**src/core/bsrc_defs.vh**
```
// Constants for the boot source and reset controller.
`ifndef BSRC_DEFS_VH
`define BSRC_DEFS_VH

// System clock period in ns (10 MHz).
`define BSRC_CLK_NS 100

// Strap settle time per pull phase, least time, in ns.
`define BSRC_SETTLE_NS 1000
`define BSRC_SETTLE_CYC ((`BSRC_SETTLE_NS + `BSRC_CLK_NS - 1) / `BSRC_CLK_NS)

// Internal hold time of a whole-device soft reset, least time, in ns.
`define BSRC_WDR_NS 800
`define BSRC_WDR_CYC ((`BSRC_WDR_NS + `BSRC_CLK_NS - 1) / `BSRC_CLK_NS)

// Processor hold time of a processor-only soft reset, least time, in ns.
`define BSRC_CPUR_NS 400
`define BSRC_CPUR_CYC ((`BSRC_CPUR_NS + `BSRC_CLK_NS - 1) / `BSRC_CLK_NS)

// Per-pin strap level codes: {floating, high}.
`define BSRC_PIN_LO 2'h0
`define BSRC_PIN_HI 2'h1
`define BSRC_PIN_FL 2'h2

// Strap codes, pin 2 in the top pair, pin 0 in the bottom pair.
`define BSRC_STRAP_F00 6'h20
`define BSRC_STRAP_F01 6'h21
`define BSRC_STRAP_F11 6'h25
`define BSRC_STRAP_F0F 6'h22
`define BSRC_STRAP_F1F 6'h26
`define BSRC_STRAP_1FF 6'h1A
`define BSRC_STRAP_0F1 6'h09

// Boot source codes on O_BOOT_SRC.
`define BSRC_SRC_SYNC_ADDRESS_DATA_MULTIPLEXED 3'h0
`define BSRC_SRC_ASYNC_ADDRESS_DATA_MULTIPLEXED 3'h1
`define BSRC_SRC_ASYNC_SRAM 3'h2
`define BSRC_SRC_I2C 3'h3
`define BSRC_SRC_SPI 3'h4
`define BSRC_SRC_USB 3'h5
`define BSRC_SRC_NONE 3'h7

`endif

```
**src/core/bsrc_sync.v**
```verilog
// Two-flip-flop synchroniser for pin inputs.
`timescale 1ns/100ps
module bsrc_sync #(
    parameter WIDTH = 1,
    parameter [WIDTH-1:0] INIT = {WIDTH{1'b0}}
) (
    input wire i_clk,
    input wire i_srst,
    input wire [WIDTH-1:0] i_async,
    output wire [WIDTH-1:0] o_sync
);
    reg [WIDTH-1:0] meta;
    reg [WIDTH-1:0] stable;

    always @(posedge i_clk) begin
        if (i_srst) begin
            meta <= INIT;
            stable <= INIT;
        end else begin
            meta <= i_async;
            stable <= meta;
        end
    end

    assign o_sync = stable;
endmodule

```
**src/core/bsrc_top.v**
```verilog
// Boot source selection from the strap pins and hard/soft reset sequencing.
//
// What this block does
// - Strap code F11 selects loading the boot image over USB.
// - Strap code F00 boots through the parallel host port in synchronous 16-bit mux mode.
// - Strap code F01 boots through the parallel host port in asynchronous 16-bit mux mode.
// - Strap code F0F boots through the parallel host port in asynchronous 16-bit SRAM mode.
// - Strap code F1F tries I2C first and falls back to USB if that load fails.
// - Strap code 1FF boots only from an I2C EEPROM as master, with no USB fallback.
// - Strap code 0F1 tries SPI flash first and falls back to USB if that load fails.
// - All I/O pins stay high impedance for as long as a hard reset is active.
// - After hard reset the boot loader takes over and sets up I/O for the chosen source.
// - Soft resets come from the processor writing reset bits of the init control register.
// - A processor-only soft reset restarts the processor but keeps the loaded firmware.
// - A whole-device soft reset acts like a hard reset and the firmware must be reloaded.
`timescale 1ns/100ps
`include "bsrc_defs.vh"
module bsrc_top (
    input wire I_SYS_CLK,
    input wire I_SRST,
    input wire I_RESET_N,
    input wire [2:0] I_STRAP,
    input wire I_CPU_SOFT_RST_REQ,
    input wire I_DEV_SOFT_RST_REQ,
    input wire I_LOAD_DONE,
    input wire I_LOAD_FAIL,
    output wire [2:0] O_STRAP_PU_EN,
    output wire [2:0] O_STRAP_PD_EN,
    output wire O_IO_HIZ,
    output wire O_CPU_RESET,
    output wire O_LOAD_START,
    output wire [2:0] O_BOOT_SRC,
    output wire O_FALLBACK_USED,
    output wire O_FW_LOADED,
    output wire O_BOOT_ERROR
);
    localparam [2:0] ST_HOLD = 3'h0;
    localparam [2:0] ST_PULL_UP = 3'h1;
    localparam [2:0] ST_PULL_DN = 3'h2;
    localparam [2:0] ST_DECODE = 3'h3;
    localparam [2:0] ST_LOAD = 3'h4;
    localparam [2:0] ST_RUN = 3'h5;
    localparam [2:0] ST_CPU_RST = 3'h6;
    localparam [2:0] ST_FAIL = 3'h7;

    localparam [31:0] SETTLE_FULL = `BSRC_SETTLE_CYC;
    localparam [31:0] WDR_FULL = `BSRC_WDR_CYC;
    localparam [31:0] CPUR_FULL = `BSRC_CPUR_CYC;
    localparam [3:0] SETTLE_CYC = SETTLE_FULL[3:0];
    localparam [3:0] WDR_CYC = WDR_FULL[3:0];
    localparam [3:0] CPUR_CYC = CPUR_FULL[3:0];

    wire reset_n_sync;
    wire [2:0] strap_sync;
    wire hard_rst;

    reg [2:0] state;
    reg [3:0] cnt;
    reg [3:0] hold_cnt;
    reg [2:0] up_smp;
    reg [2:0] dn_smp;
    reg [2:0] boot_src;
    reg allow_fallback;
    reg fallback_used;
    reg fw_loaded;
    reg io_hiz;
    reg cpu_reset;
    reg load_start;
    reg [2:0] pu_en;
    reg [2:0] pd_en;
    reg boot_error;

    reg [5:0] strap_code;
    reg [2:0] next_src;
    reg next_fallback;
    integer i;

    bsrc_sync #(
        .WIDTH(1),
        .INIT(1'b0)
    ) u_reset_sync (
        .i_clk(I_SYS_CLK),
        .i_srst(I_SRST),
        .i_async(I_RESET_N),
        .o_sync(reset_n_sync)
    );

    bsrc_sync #(
        .WIDTH(3),
        .INIT(3'h0)
    ) u_strap_sync (
        .i_clk(I_SYS_CLK),
        .i_srst(I_SRST),
        .i_async(I_STRAP),
        .o_sync(strap_sync)
    );

    // Hard reset is the low level of the reset pin.
    assign hard_rst = ~reset_n_sync;

    // A pin whose pull-up and pull-down samples differ is floating; otherwise it is tied.
    always @* begin
        strap_code = 6'h00;
        for (i = 0; i < 3; i = i + 1) begin
            if (up_smp[i] != dn_smp[i]) begin
                strap_code[2*i +: 2] = `BSRC_PIN_FL;
            end else if (up_smp[i]) begin
                strap_code[2*i +: 2] = `BSRC_PIN_HI;
            end else begin
                strap_code[2*i +: 2] = `BSRC_PIN_LO;
            end
        end
    end

    // Strap code to boot source, with the USB fallback permission.
    always @* begin
        next_src = `BSRC_SRC_NONE;
        next_fallback = 1'b0;
        case (strap_code)
            `BSRC_STRAP_F00: begin
                next_src = `BSRC_SRC_SYNC_ADDRESS_DATA_MULTIPLEXED;
            end
            `BSRC_STRAP_F01: begin
                next_src = `BSRC_SRC_ASYNC_ADDRESS_DATA_MULTIPLEXED;
            end
            `BSRC_STRAP_F11: begin
                next_src = `BSRC_SRC_USB;
            end
            `BSRC_STRAP_F0F: begin
                next_src = `BSRC_SRC_ASYNC_SRAM;
            end
            `BSRC_STRAP_F1F: begin
                next_src = `BSRC_SRC_I2C;
                next_fallback = 1'b1;
            end
            `BSRC_STRAP_1FF: begin
                next_src = `BSRC_SRC_I2C;
                next_fallback = 1'b0;
            end
            `BSRC_STRAP_0F1: begin
                next_src = `BSRC_SRC_SPI;
                next_fallback = 1'b1;
            end
            default: begin
                next_src = `BSRC_SRC_NONE;
                next_fallback = 1'b0;
            end
        endcase
    end

    always @(posedge I_SYS_CLK) begin
        if (I_SRST) begin
            state <= ST_HOLD;
            cnt <= 4'h0;
            hold_cnt <= 4'h0;
            up_smp <= 3'h0;
            dn_smp <= 3'h0;
            boot_src <= `BSRC_SRC_NONE;
            allow_fallback <= 1'b0;
            fallback_used <= 1'b0;
            fw_loaded <= 1'b0;
            io_hiz <= 1'b1;
            cpu_reset <= 1'b1;
            load_start <= 1'b0;
            pu_en <= 3'h0;
            pd_en <= 3'h0;
            boot_error <= 1'b0;
        end else begin
            load_start <= 1'b0;
            if (hard_rst) begin
                state <= ST_HOLD;
                hold_cnt <= 4'h0;
                io_hiz <= 1'b1;
                cpu_reset <= 1'b1;
                fw_loaded <= 1'b0;
                pu_en <= 3'h0;
                pd_en <= 3'h0;
                boot_error <= 1'b0;
            end else begin
                case (state)
                    ST_HOLD: begin
                        if (hold_cnt != 4'h0) begin
                            hold_cnt <= hold_cnt - 4'h1;
                        end else begin
                            // Sampling starts only at release of the reset.
                            state <= ST_PULL_UP;
                            cnt <= SETTLE_CYC;
                            pu_en <= 3'h7;
                        end
                    end
                    ST_PULL_UP: begin
                        if (cnt != 4'h0) begin
                            cnt <= cnt - 4'h1;
                        end else begin
                            up_smp <= strap_sync;
                            pu_en <= 3'h0;
                            pd_en <= 3'h7;
                            cnt <= SETTLE_CYC;
                            state <= ST_PULL_DN;
                        end
                    end
                    ST_PULL_DN: begin
                        if (cnt != 4'h0) begin
                            cnt <= cnt - 4'h1;
                        end else begin
                            dn_smp <= strap_sync;
                            pd_en <= 3'h0;
                            state <= ST_DECODE;
                        end
                    end
                    ST_DECODE: begin
                        // The decoded source is held until a USB fallback or the next reset.
                        boot_src <= next_src;
                        allow_fallback <= next_fallback;
                        fallback_used <= 1'b0;
                        if (next_src == `BSRC_SRC_NONE) begin
                            state <= ST_FAIL;
                            boot_error <= 1'b1;
                        end else begin
                            io_hiz <= 1'b0;
                            load_start <= 1'b1;
                            state <= ST_LOAD;
                        end
                    end
                    ST_LOAD: begin
                        if (I_LOAD_DONE) begin
                            fw_loaded <= 1'b1;
                            cpu_reset <= 1'b0;
                            state <= ST_RUN;
                        end else if (I_LOAD_FAIL) begin
                            if (allow_fallback && boot_src != `BSRC_SRC_USB) begin
                                boot_src <= `BSRC_SRC_USB;
                                fallback_used <= 1'b1;
                                load_start <= 1'b1;
                            end else begin
                                state <= ST_FAIL;
                                boot_error <= 1'b1;
                            end
                        end
                    end
                    ST_RUN: begin
                        if (I_DEV_SOFT_RST_REQ) begin
                            // Same path as a hard reset, for a fixed hold time.
                            state <= ST_HOLD;
                            hold_cnt <= WDR_CYC;
                            io_hiz <= 1'b1;
                            cpu_reset <= 1'b1;
                            fw_loaded <= 1'b0;
                        end else if (I_CPU_SOFT_RST_REQ) begin
                            state <= ST_CPU_RST;
                            cnt <= CPUR_CYC;
                            cpu_reset <= 1'b1;
                        end
                    end
                    ST_CPU_RST: begin
                        if (cnt != 4'h0) begin
                            cnt <= cnt - 4'h1;
                        end else begin
                            // Firmware stays loaded, so the processor restarts directly.
                            cpu_reset <= 1'b0;
                            state <= ST_RUN;
                        end
                    end
                    ST_FAIL: begin
                        cpu_reset <= 1'b1;
                    end
                    default: begin
                        state <= ST_HOLD;
                    end
                endcase
            end
        end
    end

    assign O_STRAP_PU_EN = pu_en;
    assign O_STRAP_PD_EN = pd_en;
    assign O_IO_HIZ = io_hiz;
    assign O_CPU_RESET = cpu_reset;
    assign O_LOAD_START = load_start;
    assign O_BOOT_SRC = boot_src;
    assign O_FALLBACK_USED = fallback_used;
    assign O_FW_LOADED = fw_loaded;
    assign O_BOOT_ERROR = boot_error;
endmodule

```
**config.mk**
```make
export PLATFORM = sky130hd
export DESIGN_NAME = bsrc_top
export DESIGN_NICKNAME = d
export VERILOG_FILES = /design/src/core/bsrc_sync.v /design/src/core/bsrc_top.v
export VERILOG_INCLUDE_DIRS = /design/src /design/src/core
export SDC_FILE = /design/constraint.sdc
export NUM_CORES = 1
export LEC_CHECK = 0
export ABC_AREA = 1
export BUFFER_PORTS_ARGS = -buffer_cell sky130_fd_sc_hd__buf_2
export CAP_MARGIN = 15
export CORE_MARGIN = 4
export CORE_UTILIZATION = 45
export CTS_CLUSTER_SIZE = 30
export DETAILED_ROUTE_END_ITERATION = 12
export PLACE_DENSITY = 0.66
export SLEW_MARGIN = 20
export SYNTH_ARGS = -nofsm -noshare
export SYNTH_HDL_FRONTEND = slang
export SYNTH_SLANG_ARGS = --single-unit
```
**constraint.sdc**
```tcl
create_clock -name I_SYS_CLK -period 1.45 [get_ports I_SYS_CLK]
set_input_delay 0.29 -clock I_SYS_CLK [delete_from_list [all_inputs] [get_ports I_SYS_CLK]]
set_output_delay 0.29 -clock I_SYS_CLK [all_outputs]
set_load 0.02 [all_outputs]
```
## After elaboration in Yosys (flattened, before gate mapping)

Index checks and enable logic that the tools add are counted.

- Register bits: 41
- Input port bits: 10
- Output and inout port bits: 15
- Logic and storage cells: 153

- $add $sub $neg: 2
- Equality and inequality tests: 38
- Mux-type cells: 62
- Bitwise operators: 2
- Reduce and logical (&&, ||, !) cells: 30

Operator list:

| cell | count |
|---|---|
| $mux W3 | 15 |
| $eq A6 B6 Y1 const B | 5 |
| $ne A2 B2 Y1 const B | 15 |
| $mux W4 | 7 |
| $mux W1 | 23 |
| $pmux W3 S7 | 1 |
| $reduce_and A3 Y1 | 7 |
| $pmux W3 S2 | 3 |
| $pmux W3 S6 | 1 |
| $pmux W4 S4 | 1 |
| $reduce_bool A4 Y1 | 4 |
| $eq A3 B3 Y1 const B | 5 |
| $ne A3 B3 Y1 const B | 4 |
| $reduce_bool A2 Y1 | 6 |
| $pmux W1 S2 | 5 |
| $reduce_and A5 Y1 | 2 |
| $mux W2 | 4 |
| $pmux W4 S2 | 1 |
| $reduce_and A8 Y1 | 1 |
| $reduce_or A2 Y1 | 4 |
| $sub A4 B1 Y4 const B | 2 |
| $reduce_bool A7 Y1 | 1 |
| $eq A3 B2 Y1 const B | 2 |
| $eq A6 B4 Y1 const B | 1 |
| other kinds (11) | 14 |

## Depth between registers and ports, before layout

Gate-level depths: netlist of run 1.

- Word-level depth: 8
- Mapped depth: 11
- Mapped depth without buffers: 11

## Modules after synthesis

A second synthesis of run 1 with hierarchy kept.

- Cells, all modules: 276
- Area, all modules: 1944.4 µm²

Modules (own cells, without submodules):

| module | times used | cells each | area each (µm²) | seq. area each (µm²) |
|---|---|---|---|---|
| bsrc_top | 1 | 252 | 1724.2 | 580.6 |
| bsrc_sync at u_strap_sync | 1 | 18 | 165.2 | 120.1 |
| bsrc_sync at u_reset_sync | 1 | 6 | 55.1 | 40.0 |

## Worst setup path after synthesis of run 1

OpenSTA, ideal clock, no wires.

- Kind: register to register
- From: reg up_smp[2]
- To: reg state[1]
- Setup time: 72 ps
- Arrival time: 1457 ps
- Required time: 1378 ps
- Setup slack: -80 ps
- Cell stages (with the launch flop): 10
- Path buffers: 0
- Clock period less this slack: 1530 ps
- Cells stage by stage: dfxtp_1 inv_1 ha_1 nand3_1 nand3_1 o21bai_1 nand3_1 nand2_1 nand2_1 a21oi_1

- Longest elaborated chain between the ends: 8
- Elaborated cells between the ends (all ways): 15
- Those cells by class: 9 x eq/ne; 5 x mux; 1 x reduce/logical

RTL lines:

| what | line | text |
|---|---|---|
| start: declaration | bsrc_top.v:60 | `reg [2:0] up_smp;` |
| start signal: assignment | bsrc_top.v:195 | `up_smp <= strap_sync;` |
| $mux W1 or $ne A1 B1 Y1 (tied branches) | bsrc_top.v:107, bsrc_top.v:105 |  |
| $mux W2 (*) | bsrc_top.v:105 | `if (up_smp[i] != dn_smp[i]) begin` |
| $eq A6 B5 Y1 or $eq A6 B6 Y1 (tied branches) | bsrc_top.v:119 | `case (strap_code)` |
| $reduce_or A2 Y1 (no source line) | n/a |  |
| $pmux W3 S6 (*) | bsrc_top.v:119 |  |
| $eq A3 B3 Y1 (no source line) (*) | n/a |  |
| $mux W2 (*) | bsrc_top.v:216 | `` if (next_src == `BSRC_SRC_NONE) begin `` |
| $pmux W3 S7 (*) | bsrc_top.v:180 | `case (state)` |
| end signal: assignment | bsrc_top.v:186 | `state <= ST_PULL_UP;` |
| end signal: assignment | bsrc_top.v:217 | `state <= ST_FAIL;` |
| end signal: assignment | bsrc_top.v:222 | `state <= ST_LOAD;` |
| end: declaration | bsrc_top.v:57 | `reg [2:0] state;` |

Every way passes the cells marked *; elsewhere a longest branch is shown, timed or not.
A chain may end at the register's enable or synchronous reset.

## Final worst setup path of run 1

- From: reg up_smp[2]
- To: reg boot_src[0], in the netlist O_BOOT_SRC[0]

- Longest elaborated chain between the ends: 6
- Elaborated cells between the ends (all ways): 13
- Those cells by class: 8 x eq/ne; 4 x mux; 1 x reduce/logical

RTL lines:

| what | line | text |
|---|---|---|
| $mux W1 or $ne A1 B1 Y1 (tied branches) | bsrc_top.v:107, bsrc_top.v:105 |  |
| $mux W2 (*) | bsrc_top.v:105 |  |
| $eq A6 B5 Y1 or $eq A6 B6 Y1 (tied branches) | bsrc_top.v:119 |  |
| $reduce_or A2 Y1 (no source line) | n/a |  |
| $pmux W3 S6 (*) | bsrc_top.v:119 |  |
| $pmux W3 S2 (*) | bsrc_top.v:180 |  |
| end signal: assignment | bsrc_top.v:158 | `` boot_src <= `BSRC_SRC_NONE; `` |
| end signal: assignment | bsrc_top.v:213 | `boot_src <= next_src;` |
| end signal: assignment | bsrc_top.v:232 | `` boot_src <= `BSRC_SRC_USB; `` |
| end: declaration | bsrc_top.v:62 | `reg [2:0] boot_src;` |

Marked as above.

==> results of run 1 <==
## cells by family after synthesis
| group | synth area share [%] |
|---|---|
| adders and majority gates | 5.71 |
| and+or+nand+nor | 29.9 |
| AOI/OAI and AO/OA | 13.4 |
| buffers and inverters | 12.1 |
| DFF | 37.5 |
| xor gates and xnor gates | 1.33 |
## cell usage in the layout (no fill, tap or decap), types with 2 or more instances in the layout
master                     netlist  final
sky130_fd_sc_hd__buf_2           0     24
sky130_fd_sc_hd__dfxtp_4         0      2
sky130_fd_sc_hd__nand2_2         4     10
sky130_fd_sc_hd__nand2_4         3      5
sky130_fd_sc_hd__o211ai_1        2      2
sky130_fd_sc_hd__nand3_2         0      2
sky130_fd_sc_hd__a21oi_1        24     21
sky130_fd_sc_hd__nand2_1        43     35
sky130_fd_sc_hd__dfxtp_2         0      9
sky130_fd_sc_hd__inv_2           9     21
sky130_fd_sc_hd__nand3_1        20     12
sky130_fd_sc_hd__ha_1            9      4
sky130_fd_sc_hd__nor3_1          7      5
sky130_fd_sc_hd__inv_1          39     26
sky130_fd_sc_hd__o21ai_2         2      2
sky130_fd_sc_hd__dfxtp_1        37     26
sky130_fd_sc_hd__nor2_4          4     10
sky130_fd_sc_hd__inv_4           1      2
sky130_fd_sc_hd__o21ai_1         4      6
sky130_fd_sc_hd__nor2_2          7      7
sky130_fd_sc_hd__buf_4           4     35
sky130_fd_sc_hd__a21oi_2         1      3
sky130_fd_sc_hd__nand3_4         0      6
sky130_fd_sc_hd__xnor2_1         2      2
sky130_fd_sc_hd__clkbuf_8        0      6
sky130_fd_sc_hd__o21ai_0        11      9
sky130_fd_sc_hd__nor2_1         30     24
sky130_fd_sc_hd__ha_4            0      5
## worst register-to-register path: stages (launching register included)
cell and delay [ns]:
sky130_fd_sc_hd__dfxtp_2 0.34, sky130_fd_sc_hd__inv_2 0.05, sky130_fd_sc_hd__ha_4 0.33, sky130_fd_sc_hd__nand2_4 0.06
sky130_fd_sc_hd__nor2_4 0.13, sky130_fd_sc_hd__inv_2 0.05, sky130_fd_sc_hd__nand2_2 0.10, sky130_fd_sc_hd__nor2_1 0.05
sky130_fd_sc_hd__o31ai_1 0.19, sky130_fd_sc_hd__nand3_1 0.09
## timing repair
item                                    in CTS  in global routing
endpoints found under the setup margin      14                 24
buffers inserted                             1                  5
resized for setup                           34                 45
gates cloned                                 0                  0
pin swaps                                    7                 19
## cell usage after synthesis
master / n / area share [%]
sky130_fd_sc_hd__nand2_1: 43 / 8.2
sky130_fd_sc_hd__inv_1: 39 / 7.4
sky130_fd_sc_hd__dfxtp_1: 37 / 38
sky130_fd_sc_hd__nor2_1: 30 / 5.7
sky130_fd_sc_hd__a21oi_1: 24 / 6.1
sky130_fd_sc_hd__nand3_1: 20 / 5.1
sky130_fd_sc_hd__o21ai_0: 11 / 2.8
sky130_fd_sc_hd__ha_1: 9 / 5.7
sky130_fd_sc_hd__inv_2: 9 / 1.7
sky130_fd_sc_hd__nor2_2: 7 / 2.2
sky130_fd_sc_hd__nor3_1: 7 / 1.8
sky130_fd_sc_hd__buf_4: 4 / 1.5
sky130_fd_sc_hd__nand2_2: 4 / 1.3
sky130_fd_sc_hd__nor2_4: 4 / 2.3
sky130_fd_sc_hd__o21ai_1: 4 / 1.0
sky130_fd_sc_hd__nand2_4: 3 / 1.7
sky130_fd_sc_hd__clkbuf_1: 2 / 0.38
sky130_fd_sc_hd__o211ai_1: 2 / 0.76
sky130_fd_sc_hd__o21ai_2: 2 / 0.89
sky130_fd_sc_hd__xnor2_1: 2 / 0.89
sky130_fd_sc_hd__a21oi_2: 1 / 0.44
sky130_fd_sc_hd__a31oi_1: 1 / 0.32
sky130_fd_sc_hd__buf_6: 1 / 0.57
sky130_fd_sc_hd__clkinv_1: 1 / 0.19
sky130_fd_sc_hd__inv_4: 1 / 0.32
sky130_fd_sc_hd__nand4_1: 1 / 0.32
sky130_fd_sc_hd__nand4_4: 1 / 1.1
sky130_fd_sc_hd__o21bai_1: 1 / 0.38
sky130_fd_sc_hd__o22ai_1: 1 / 0.32
sky130_fd_sc_hd__o31ai_1: 1 / 0.38
sky130_fd_sc_hd__or2_2: 1 / 0.32
sky130_fd_sc_hd__xor2_1: 1 / 0.44
## path summary, 6_finish.rpt
path,from,end,slack [ns],depth (start not counted)
setup reg to reg,up_smp[2]$_SDFFE_PP0P_,O_BOOT_SRC[0]$_SDFFE_PP1P_,-0.07,9
setup / recovery,up_smp[2]$_SDFFE_PP0P_,O_BOOT_SRC[0]$_SDFFE_PP1P_,-0.07,9
hold reg to reg,u_strap_sync.meta[0]$_SDFF_PP0_,u_strap_sync.o_sync[0]$_SDFF_PP0_,0.40,2
hold / removal,I_RESET_N,u_reset_sync.meta$_SDFF_PP0_,0.20,3
## power groups by stage
stage                     clock network [mW]  registers [mW]  logic, mW
after global routing                    1.00            1.04      0.202
final                                  0.924            1.04      0.182
after global placement                     0            1.07      0.150
after floorplan                            0            1.07     0.0887
after CTS                              0.950            1.04      0.159
after detailed placement                   0            1.07      0.152
## per-layer routing
metal  GRT usage (%)  up-vias
li1                -      996
met2            30.4       32
met3            4.73        9
met1            23.5      894
met5               0        -
met4            7.11        0
## registers in the layout (all words and copies together) (netlist names), 3 cells and up
| name | flops |
|---|---|
| hold_cnt | 4 |
| dn_smp | 3 |
| u_strap_sync.o_sync | 3 |
| state | 3 |
| cnt | 4 |
| O_BOOT_SRC | 3 |
| u_strap_sync.meta | 3 |
| up_smp | 3 |
## metrics by stage
step / utilization (%) / TNS, ns / area, sq um / hold slack (ns) / power, mW
2_1_floorplan: - / 0 / 2010 / 0.388 / 1.15
3_3_place_gp: 58.0 / -0.528 / 2390 / 0.391 / 1.22
3_5_place_dp: 58.0 / -0.876 / 2390 / 0.397 / 1.22
4_1_cts: 63.3 / -0.00450 / 2600 / 0.195 / 2.15
5_1_grt: 68.4 / -1.27 / 2810 / 0.202 / 2.25
6_report: 68.4 / -0.305 / 2810 / 0.198 / 2.15
## area by class of cell
| class | instances | area [sq um] | area share (%) |
|---|---|---|---|
| Multi-Input combinational cell | 181 | 1270 | 45.1 |
| Tap cell | 50 | 62.6 | 2.22 |
| Timing Repair Buffer | 61 | 414 | 14.7 |
| Sequential cell | 37 | 759 | 27.0 |
| Clock buffer | 7 | 86.3 | 3.07 |
| Inverter | 50 | 193 | 6.85 |
| Clock inverter | 1 | 30.0 | 1.07 |
==> metrics.log, run 1 <==
[metrics] run status: complete, but fails checks
[metrics] violated checks: setup timing
[metrics] area grow syn2layout: 42.6%
[metrics] Filler cells: roughly 350
[metrics] layout cell share with drive strength beyond 1: roughly 47%
[metrics] overflow left after global routing: 0
[metrics] Power per Cell Area: between 700 and 800 nW/um^2
[metrics] Static Leak: approximately 1.3 nW
[metrics] share of total power in sequential cells: about half
[metrics] Initial Utilization: 47.9%
[metrics] first-pass GRT wire length: between 7000 and 8000 microns
[metrics] Hold Violations, Final: 0
[metrics] transition time at the pin with the least slew margin: between 0.3 and 0.4 ns
[metrics] sinks on the clock net: 37
[metrics] number of instances in the placed design: between 300 and 400
[metrics] maximum number of pins on one net before global-route repair: 12
[metrics] Synth Instances: ~280
[metrics] diode insertion count for antenna repair: 0
[metrics] residual antenna-violating net count after detailed routing: 0
[metrics] clock tree from TritonCTS: built
[metrics] CTS root buffer: sky130_fd_sc_hd__clkbuf_8
[metrics] mean number of vias per cell: between 4 and 5
[metrics] count of buffering cells on the critical path with inverters included: 2
[metrics] worst clock skew on the final layout: roughly 0.0065 ns
[metrics] clock share of power: 43.1%
[metrics] clock-pin transition on the worst setup and hold timing paths: 0.08 ns
[metrics] total net switching power: roughly 470 uW
[metrics] maximum VDD drop: approximately 0.68 mV
[metrics] Die X: between 70 and 80 microns
[metrics] minimum setup slack in the final design: -0.0673 ns
[metrics] first-pass detailed-route iteration total: 4
[metrics] type of the worst setup path: flip-flop to flip-flop
[metrics] slowest stage cell, crit path: sky130_fd_sc_hd__dfxtp_2
[metrics] most frequent cell on the critical path: sky130_fd_sc_hd__inv_2
[metrics] Final Max Tran Viols: 0
[metrics] number of buffers inserted during clock tree synthesis: 5
[metrics] internal power: 1.67 mW
[metrics] area inside the core boundary: 4120 sq um
[metrics] sequential cell area fraction in the yosys report: approximately 38%
[metrics] number of distinct library cells after synthesis: 32
[metrics] maximum buffer depth of the clock tree: 2
[metrics] slew margin rel.: slightly below 80%
[metrics] cell-by-cell listing of the critical path: inv_2 > ha_4 > nand2_4 > nor2_4 > inv_2 > nand2_2 > nor2_1 > o31ai_1 > nand3_1
[metrics] routed wire length on met3: slightly below 200 microns
[metrics] critical-path maximum fanout: 5
[metrics] depth of the CTS H-tree: 2
[metrics] number of maximum-capacitance constraint violations: 0
[metrics] antenna violations before repair: 0
[metrics] Starting DRT DRC Count: 87
[metrics] row count: 23
[metrics] wire per inst: about 13 microns
[metrics] count of placed standard cells in the final layout, fillers left out: just under 400
[metrics] critical path endpoint category: flip-flop
[metrics] floorplan die height: about 74 microns
[metrics] Critical Path Start Type: flip-flop
[metrics] area of the die: 5510 sq um
[metrics] final worst path period share: 105%
[metrics] number of port buffers: 24
[metrics] share of total power consumed by net switching: about 22%
[metrics] final count of negative-setup-slack endpoints: 7
[metrics] required time at the worst-slack endpoint: 1.63 ns
[metrics] GRT Total Usage: between 10% and 20%
[metrics] Via Count: just under 2000
[metrics] combinational cell fraction of total power: 8.5%
[metrics] hold buffer count at CTS: 0
[metrics] Worst Hold Class: input port to flip-flop
[metrics] total nets after synthesis: 294
[metrics] Placer Congestion: about 0.86
[metrics] unrepaired setup endpoints after global routing: true
[metrics] number of synthesized register bits: 37
[metrics] final worst path period need: between 1.5 and 2 ns
[metrics] endpoint arrival time on the critical path: approximately 1.7 ns
[metrics] HPWL after detailed placement: roughly 3300 microns
[metrics] DR WL met2: 2370 microns
[metrics] netlist area before placement: between 1500 and 2000 sq um
[metrics] highest metal layer used by the detailed router: met4
[metrics] largest incremental delay on the critical path: between 0.3 and 0.4 ns
[metrics] met1 layer wirelength in the final routing: between 2000 and 2500 microns
[metrics] via count of the first global-routing pass: between 1500 and 2000
[metrics] Yosys warning count: 0
[metrics] final net count: 355
[metrics] FMAX: ~0.66 GHz
[metrics] number of top-level pins: 25
[metrics] worst setup timing slack at the placement stage: -0.113 ns
[metrics] dominant delay contributor by cell family on the critical path: simple AND/OR/NAND/NOR gates
[metrics] mean area per synthesized cell: approximately 7.2 sq um
[metrics] Post-Route WL: 4910 microns
[metrics] clock network latency to the later pin of the worst-skew pair: about 0.29 ns
[metrics] total DRC errors in the routed layout: 0
Note: power is estimated with default switching activity, not from simulation.
==> run 2, diff against run 1 <==
- ABC_AREA: 1 -> unset
- TNS_END_PERCENT: unset -> 1
==> metrics.log, run 2 <==
[metrics] Post-Route WL: 5130 microns
[metrics] combinational cell fraction of total power: under 10%
[metrics] count of buffering cells on the critical path with inverters included: 1
[metrics] Yosys warning count: 0
[metrics] netlist area before placement: 2010 sq um
[metrics] FMAX: between 0.5 and 0.6 GHz
[metrics] maximum number of pins on one net before global-route repair: 25
[metrics] worst clock skew on the final layout: around 0.014 ns
[metrics] number of top-level pins: 25
[metrics] critical-path maximum fanout: 6
[metrics] share of synthesized flip-flops with an asynchronous set or reset: 0%
[metrics] proportion of netlist area held by the largest area contributor: ~37%
[metrics] wire per inst: 13.9 microns
[metrics] antenna violations before repair: 0
[metrics] sinks on the clock net: 37
[metrics] count of flip-flops with a built-in enable after synthesis: 0
[metrics] top area cells in the synthesized netlist: sky130_fd_sc_hd__dfxtp_1 37%, sky130_fd_sc_hd__ha_1 5.6%, sky130_fd_sc_hd__nor2_1 5.4%
[metrics] Synth Flop Type: sky130_fd_sc_hd__dfxtp_1
[metrics] minimum setup slack in the final design: -0.299 ns
[metrics] largest incremental delay on the critical path: between 0.4 and 0.5 ns
[metrics] Critical Path Start Type: flip-flop
[metrics] final worst path period need: around 1.7 ns
[metrics] sequential cell area fraction in the yosys report: between 30 and 40%
[metrics] library cell with the highest instance count after synthesis: sky130_fd_sc_hd__dfxtp_1
[metrics] total net switching power: between 400 and 500 uW
[metrics] hold buffer count at CTS: 0
[metrics] first-pass GRT wire length: between 8000 and 9000 microns
[metrics] Die X: 74.8 microns
[metrics] most common library cells after synthesis: 37 x sky130_fd_sc_hd__dfxtp_1, 29 x sky130_fd_sc_hd__nor2_1, 18 x sky130_fd_sc_hd__a21oi_1, 14 x sky130_fd_sc_hd__inv_1, 13 x sky130_fd_sc_hd__nand2_1
[metrics] cell area reported after detailed placement: 2590 sq um
[metrics] Final Max Tran Viols: 0
[metrics] final count of negative-setup-slack endpoints: 15
[metrics] Worst Min Path Start: I_STRAP[0]
[metrics] number of buffers inserted during clock tree synthesis: 5
[metrics] Initial Utilization: a little under half
[metrics] total DRC errors in the routed layout: 0
[metrics] HPWL after detailed placement: approximately 3600 microns
[metrics] number of port buffers: 24
[metrics] number of instances in the placed design: around 360
[metrics] final worst path period share: 121%
[metrics] row count: 24
[metrics] diode insertion count for antenna repair: 0
[metrics] area of the die: roughly 5600 sq um
[metrics] share of total power consumed by net switching: between 20% and 30%
[metrics] startpoint of the worst register-to-register path: cnt[0]$_SDFFE_PP0P_
[metrics] destination of the worst hold path: u_strap_sync.meta[0]$_SDFF_PP0_
[metrics] Static Leak: 1.29 nW
[metrics] internal power: ~1.8 mW
[metrics] dominant delay contributor by cell family on the critical path: simple AND/OR/NAND/NOR gates
[metrics] maximum VDD drop: 0.467 mV
[metrics] slowest stage cell, crit path: sky130_fd_sc_hd__or3b_4
[metrics] floorplan die height: approximately 75 microns
[metrics] post-synth top area cell: sky130_fd_sc_hd__dfxtp_1
[metrics] area grow syn2layout: 45.5%
[metrics] most common cell after layout, fill and taps aside: sky130_fd_sc_hd__buf_4
[metrics] number of distinct library cells after synthesis: between 50 and 60
[metrics] overflow left after global routing: 0
[metrics] worst setup slack for register-to-register paths: -0.30 ns
[metrics] CTS root buffer: sky130_fd_sc_hd__clkbuf_8
[metrics] residual antenna-violating net count after detailed routing: 0
[metrics] Levels on crit path: 7
[metrics] worst setup timing slack at the placement stage: -0.385 ns
[metrics] cell count of the worst reg-to-reg path: 7
[metrics] cell depth of the worst min-delay path: 2
[metrics] commonest cells after routing, fill and taps aside: 66 x sky130_fd_sc_hd__buf_4, 28 x sky130_fd_sc_hd__dfxtp_1, 28 x sky130_fd_sc_hd__nor2_1
[metrics] cell-by-cell listing of the critical path: inv_2 > ha_2 > or3b_4 > and2_4 > o211ai_4 > mux2_4 > nor2_1
[metrics] Starting DRT DRC Count: 145
[metrics] total nets after synthesis: 252
[metrics] endpoint arrival time on the critical path: ~2.0 ns
[metrics] critical path endpoint category: flip-flop
[metrics] met3 demand-to-capacity share in global routing: under 10%
[metrics] clock share of power: approximately 48%
[metrics] Via Count: between 1500 and 2000
[metrics] slew margin rel.: between 70% and 80%
[metrics] share of total power in sequential cells: between 40% and 50%
[metrics] registers with the most flip-flops: cnt: 4 flops, hold_cnt: 4 flops
[metrics] transition time at the pin with the least slew margin: 0.375 ns
[metrics] run status: complete, but fails checks
[metrics] final net count: between 300 and 400
[metrics] number of synthesized register bits: 37
[metrics] violated checks: setup timing
[metrics] via count of the first global-routing pass: about 1800
[metrics] clock network latency to the later pin of the worst-skew pair: ~0.31 ns
[metrics] area inside the core boundary: 4320 sq um
[metrics] Power per Cell Area: roughly 790 nW/um^2
[metrics] capture instance of the worst register-to-register path: cnt[1]$_SDFFE_PP0P_
[metrics] required time at the worst-slack endpoint: ~1.7 ns
[metrics] clock tree from TritonCTS: built
[metrics] clock-pin transition on the worst setup and hold timing paths: roughly 0.080 ns
[metrics] Finished Cell Area: ~2900 sq um
[metrics] layout cell share with drive strength beyond 1: 45.1%
[metrics] Worst Hold Class: input port to flip-flop
[metrics] count of placed standard cells in the final layout, fillers left out: between 300 and 400
[metrics] Synth Instances: between 200 and 250
[metrics] mean area per synthesized cell: 8.62 sq um
[metrics] mean number of vias per cell: 5.17
[metrics] Placer Congestion: 0.846
[metrics] type of the worst setup path: flip-flop to flip-flop
[metrics] depth of the CTS H-tree: 2
[metrics] most utilized layer in the global route result: met2
[metrics] first-pass detailed-route iteration total: 4
[metrics] met1 capacity usage during global routing: about a quarter
[metrics] number of maximum-capacitance constraint violations: 0
[metrics] routing usage on met2: between 30 and 40%
[metrics] maximum buffer depth of the clock tree: 2
[metrics] Total Power: about 2.3 mW
[metrics] unrepaired setup endpoints after global routing: true
[metrics] Hold Violations, Final: 0
[metrics] GRT Total Usage: 19.1%
==> run 2: worst reg2reg max path: cells and delay by family (launching register included) <==
family	cells	cell delay, ns
buffers and inverters	1	0.05
DFF	1	0.33
and+or+nand+nor	3	0.64
AOI/OAI and AO/OA	1	0.19
adders and majority gates	1	0.16
muxes	1	0.32
==> run 2: cells by family after synthesis <==
| logic type | synth area share [%] |
|---|---|
| compound gates | 21.3 |
| xor+xnor | 1.31 |
| fa+ha+maj | 5.61 |
| buf+inv | 7.73 |
| flops | 36.9 |
| mux | 4.05 |
| simple gates | 23.1 |
==> run 2: how the worst max path moves through the flow <==
stage	start	endpoint	slack, ns
2_1_floorplan	cnt[0]$_SDFFE_PP0P_	cnt[1]$_SDFFE_PP0P_	-0.34
3_3_place_gp	up_smp[1]$_SDFFE_PP0P_	O_BOOT_ERROR$_SDFFE_PP0P_	-0.35
3_5_place_dp	up_smp[1]$_SDFFE_PP0P_	O_BOOT_ERROR$_SDFFE_PP0P_	-0.39
4_1_cts	cnt[0]$_SDFFE_PP0P_	cnt[1]$_SDFFE_PP0P_	-0.30
5_1_grt	cnt[0]$_SDFFE_PP0P_	cnt[2]$_SDFFE_PP0P_	-0.39
6_report	cnt[0]$_SDFFE_PP0P_	cnt[1]$_SDFFE_PP0P_	-0.30
==> run 2: power by group through the flow <==
| stage | combinational (mW) | sequential, mW | clock, mW |
|---|---|---|---|
| 3_5_place_dp | 0.151 | 1.06 | 0 |
| 4_1_cts | 0.157 | 1.04 | 1.12 |
| 2_1_floorplan | 0.0815 | 1.06 | 0 |
| 5_1_grt | 0.177 | 1.04 | 1.18 |
| 3_3_place_gp | 0.150 | 1.06 | 0 |
| 6_report | 0.162 | 1.04 | 1.10 |
==> run 2: layer usage <==
metal	part of all wire [%]	vias up	wire, microns
li1	-	978	-
met1	46	877	2380
met2	47	45	2430
met4	1.2	0	64
met3	5.1	6	261
met5	0	-	0
==> run 2: repair_timing <==
| item | in CTS | in global routing |
|---|---|---|
| setup endpoints to repair | 26 | 27 |
| buffers inserted | 2 | 0 |
| pin swaps | 10 | 9 |
| resized for setup | 25 | 19 |
==> run 2: area by class of cell <==
| cell class | instances | area, sq um |
|---|---|---|
| Multi-Input combinational cell | 167 | 1280 |
| Fill cell | 351 | 1400 |
| Tap cell | 52 | 65.1 |
| Clock inverter | 3 | 68.8 |
| Sequential cell | 37 | 759 |
| Timing Repair Buffer | 91 | 627 |
| Clock buffer | 5 | 68.8 |
| Inverter | 14 | 52.6 |
==> run 2: through the flow <==
step	TNS [ns]	hold slack [ns]	utilization (%)
after global placement	-4.42	0.416	59.9
after floorplan	-2.86	0.362	-
final	-3.16	0.197	67.6
after CTS	-3.06	0.190	65.9
after global routing	-4.68	0.193	67.6
after detailed placement	-4.99	0.421	59.9
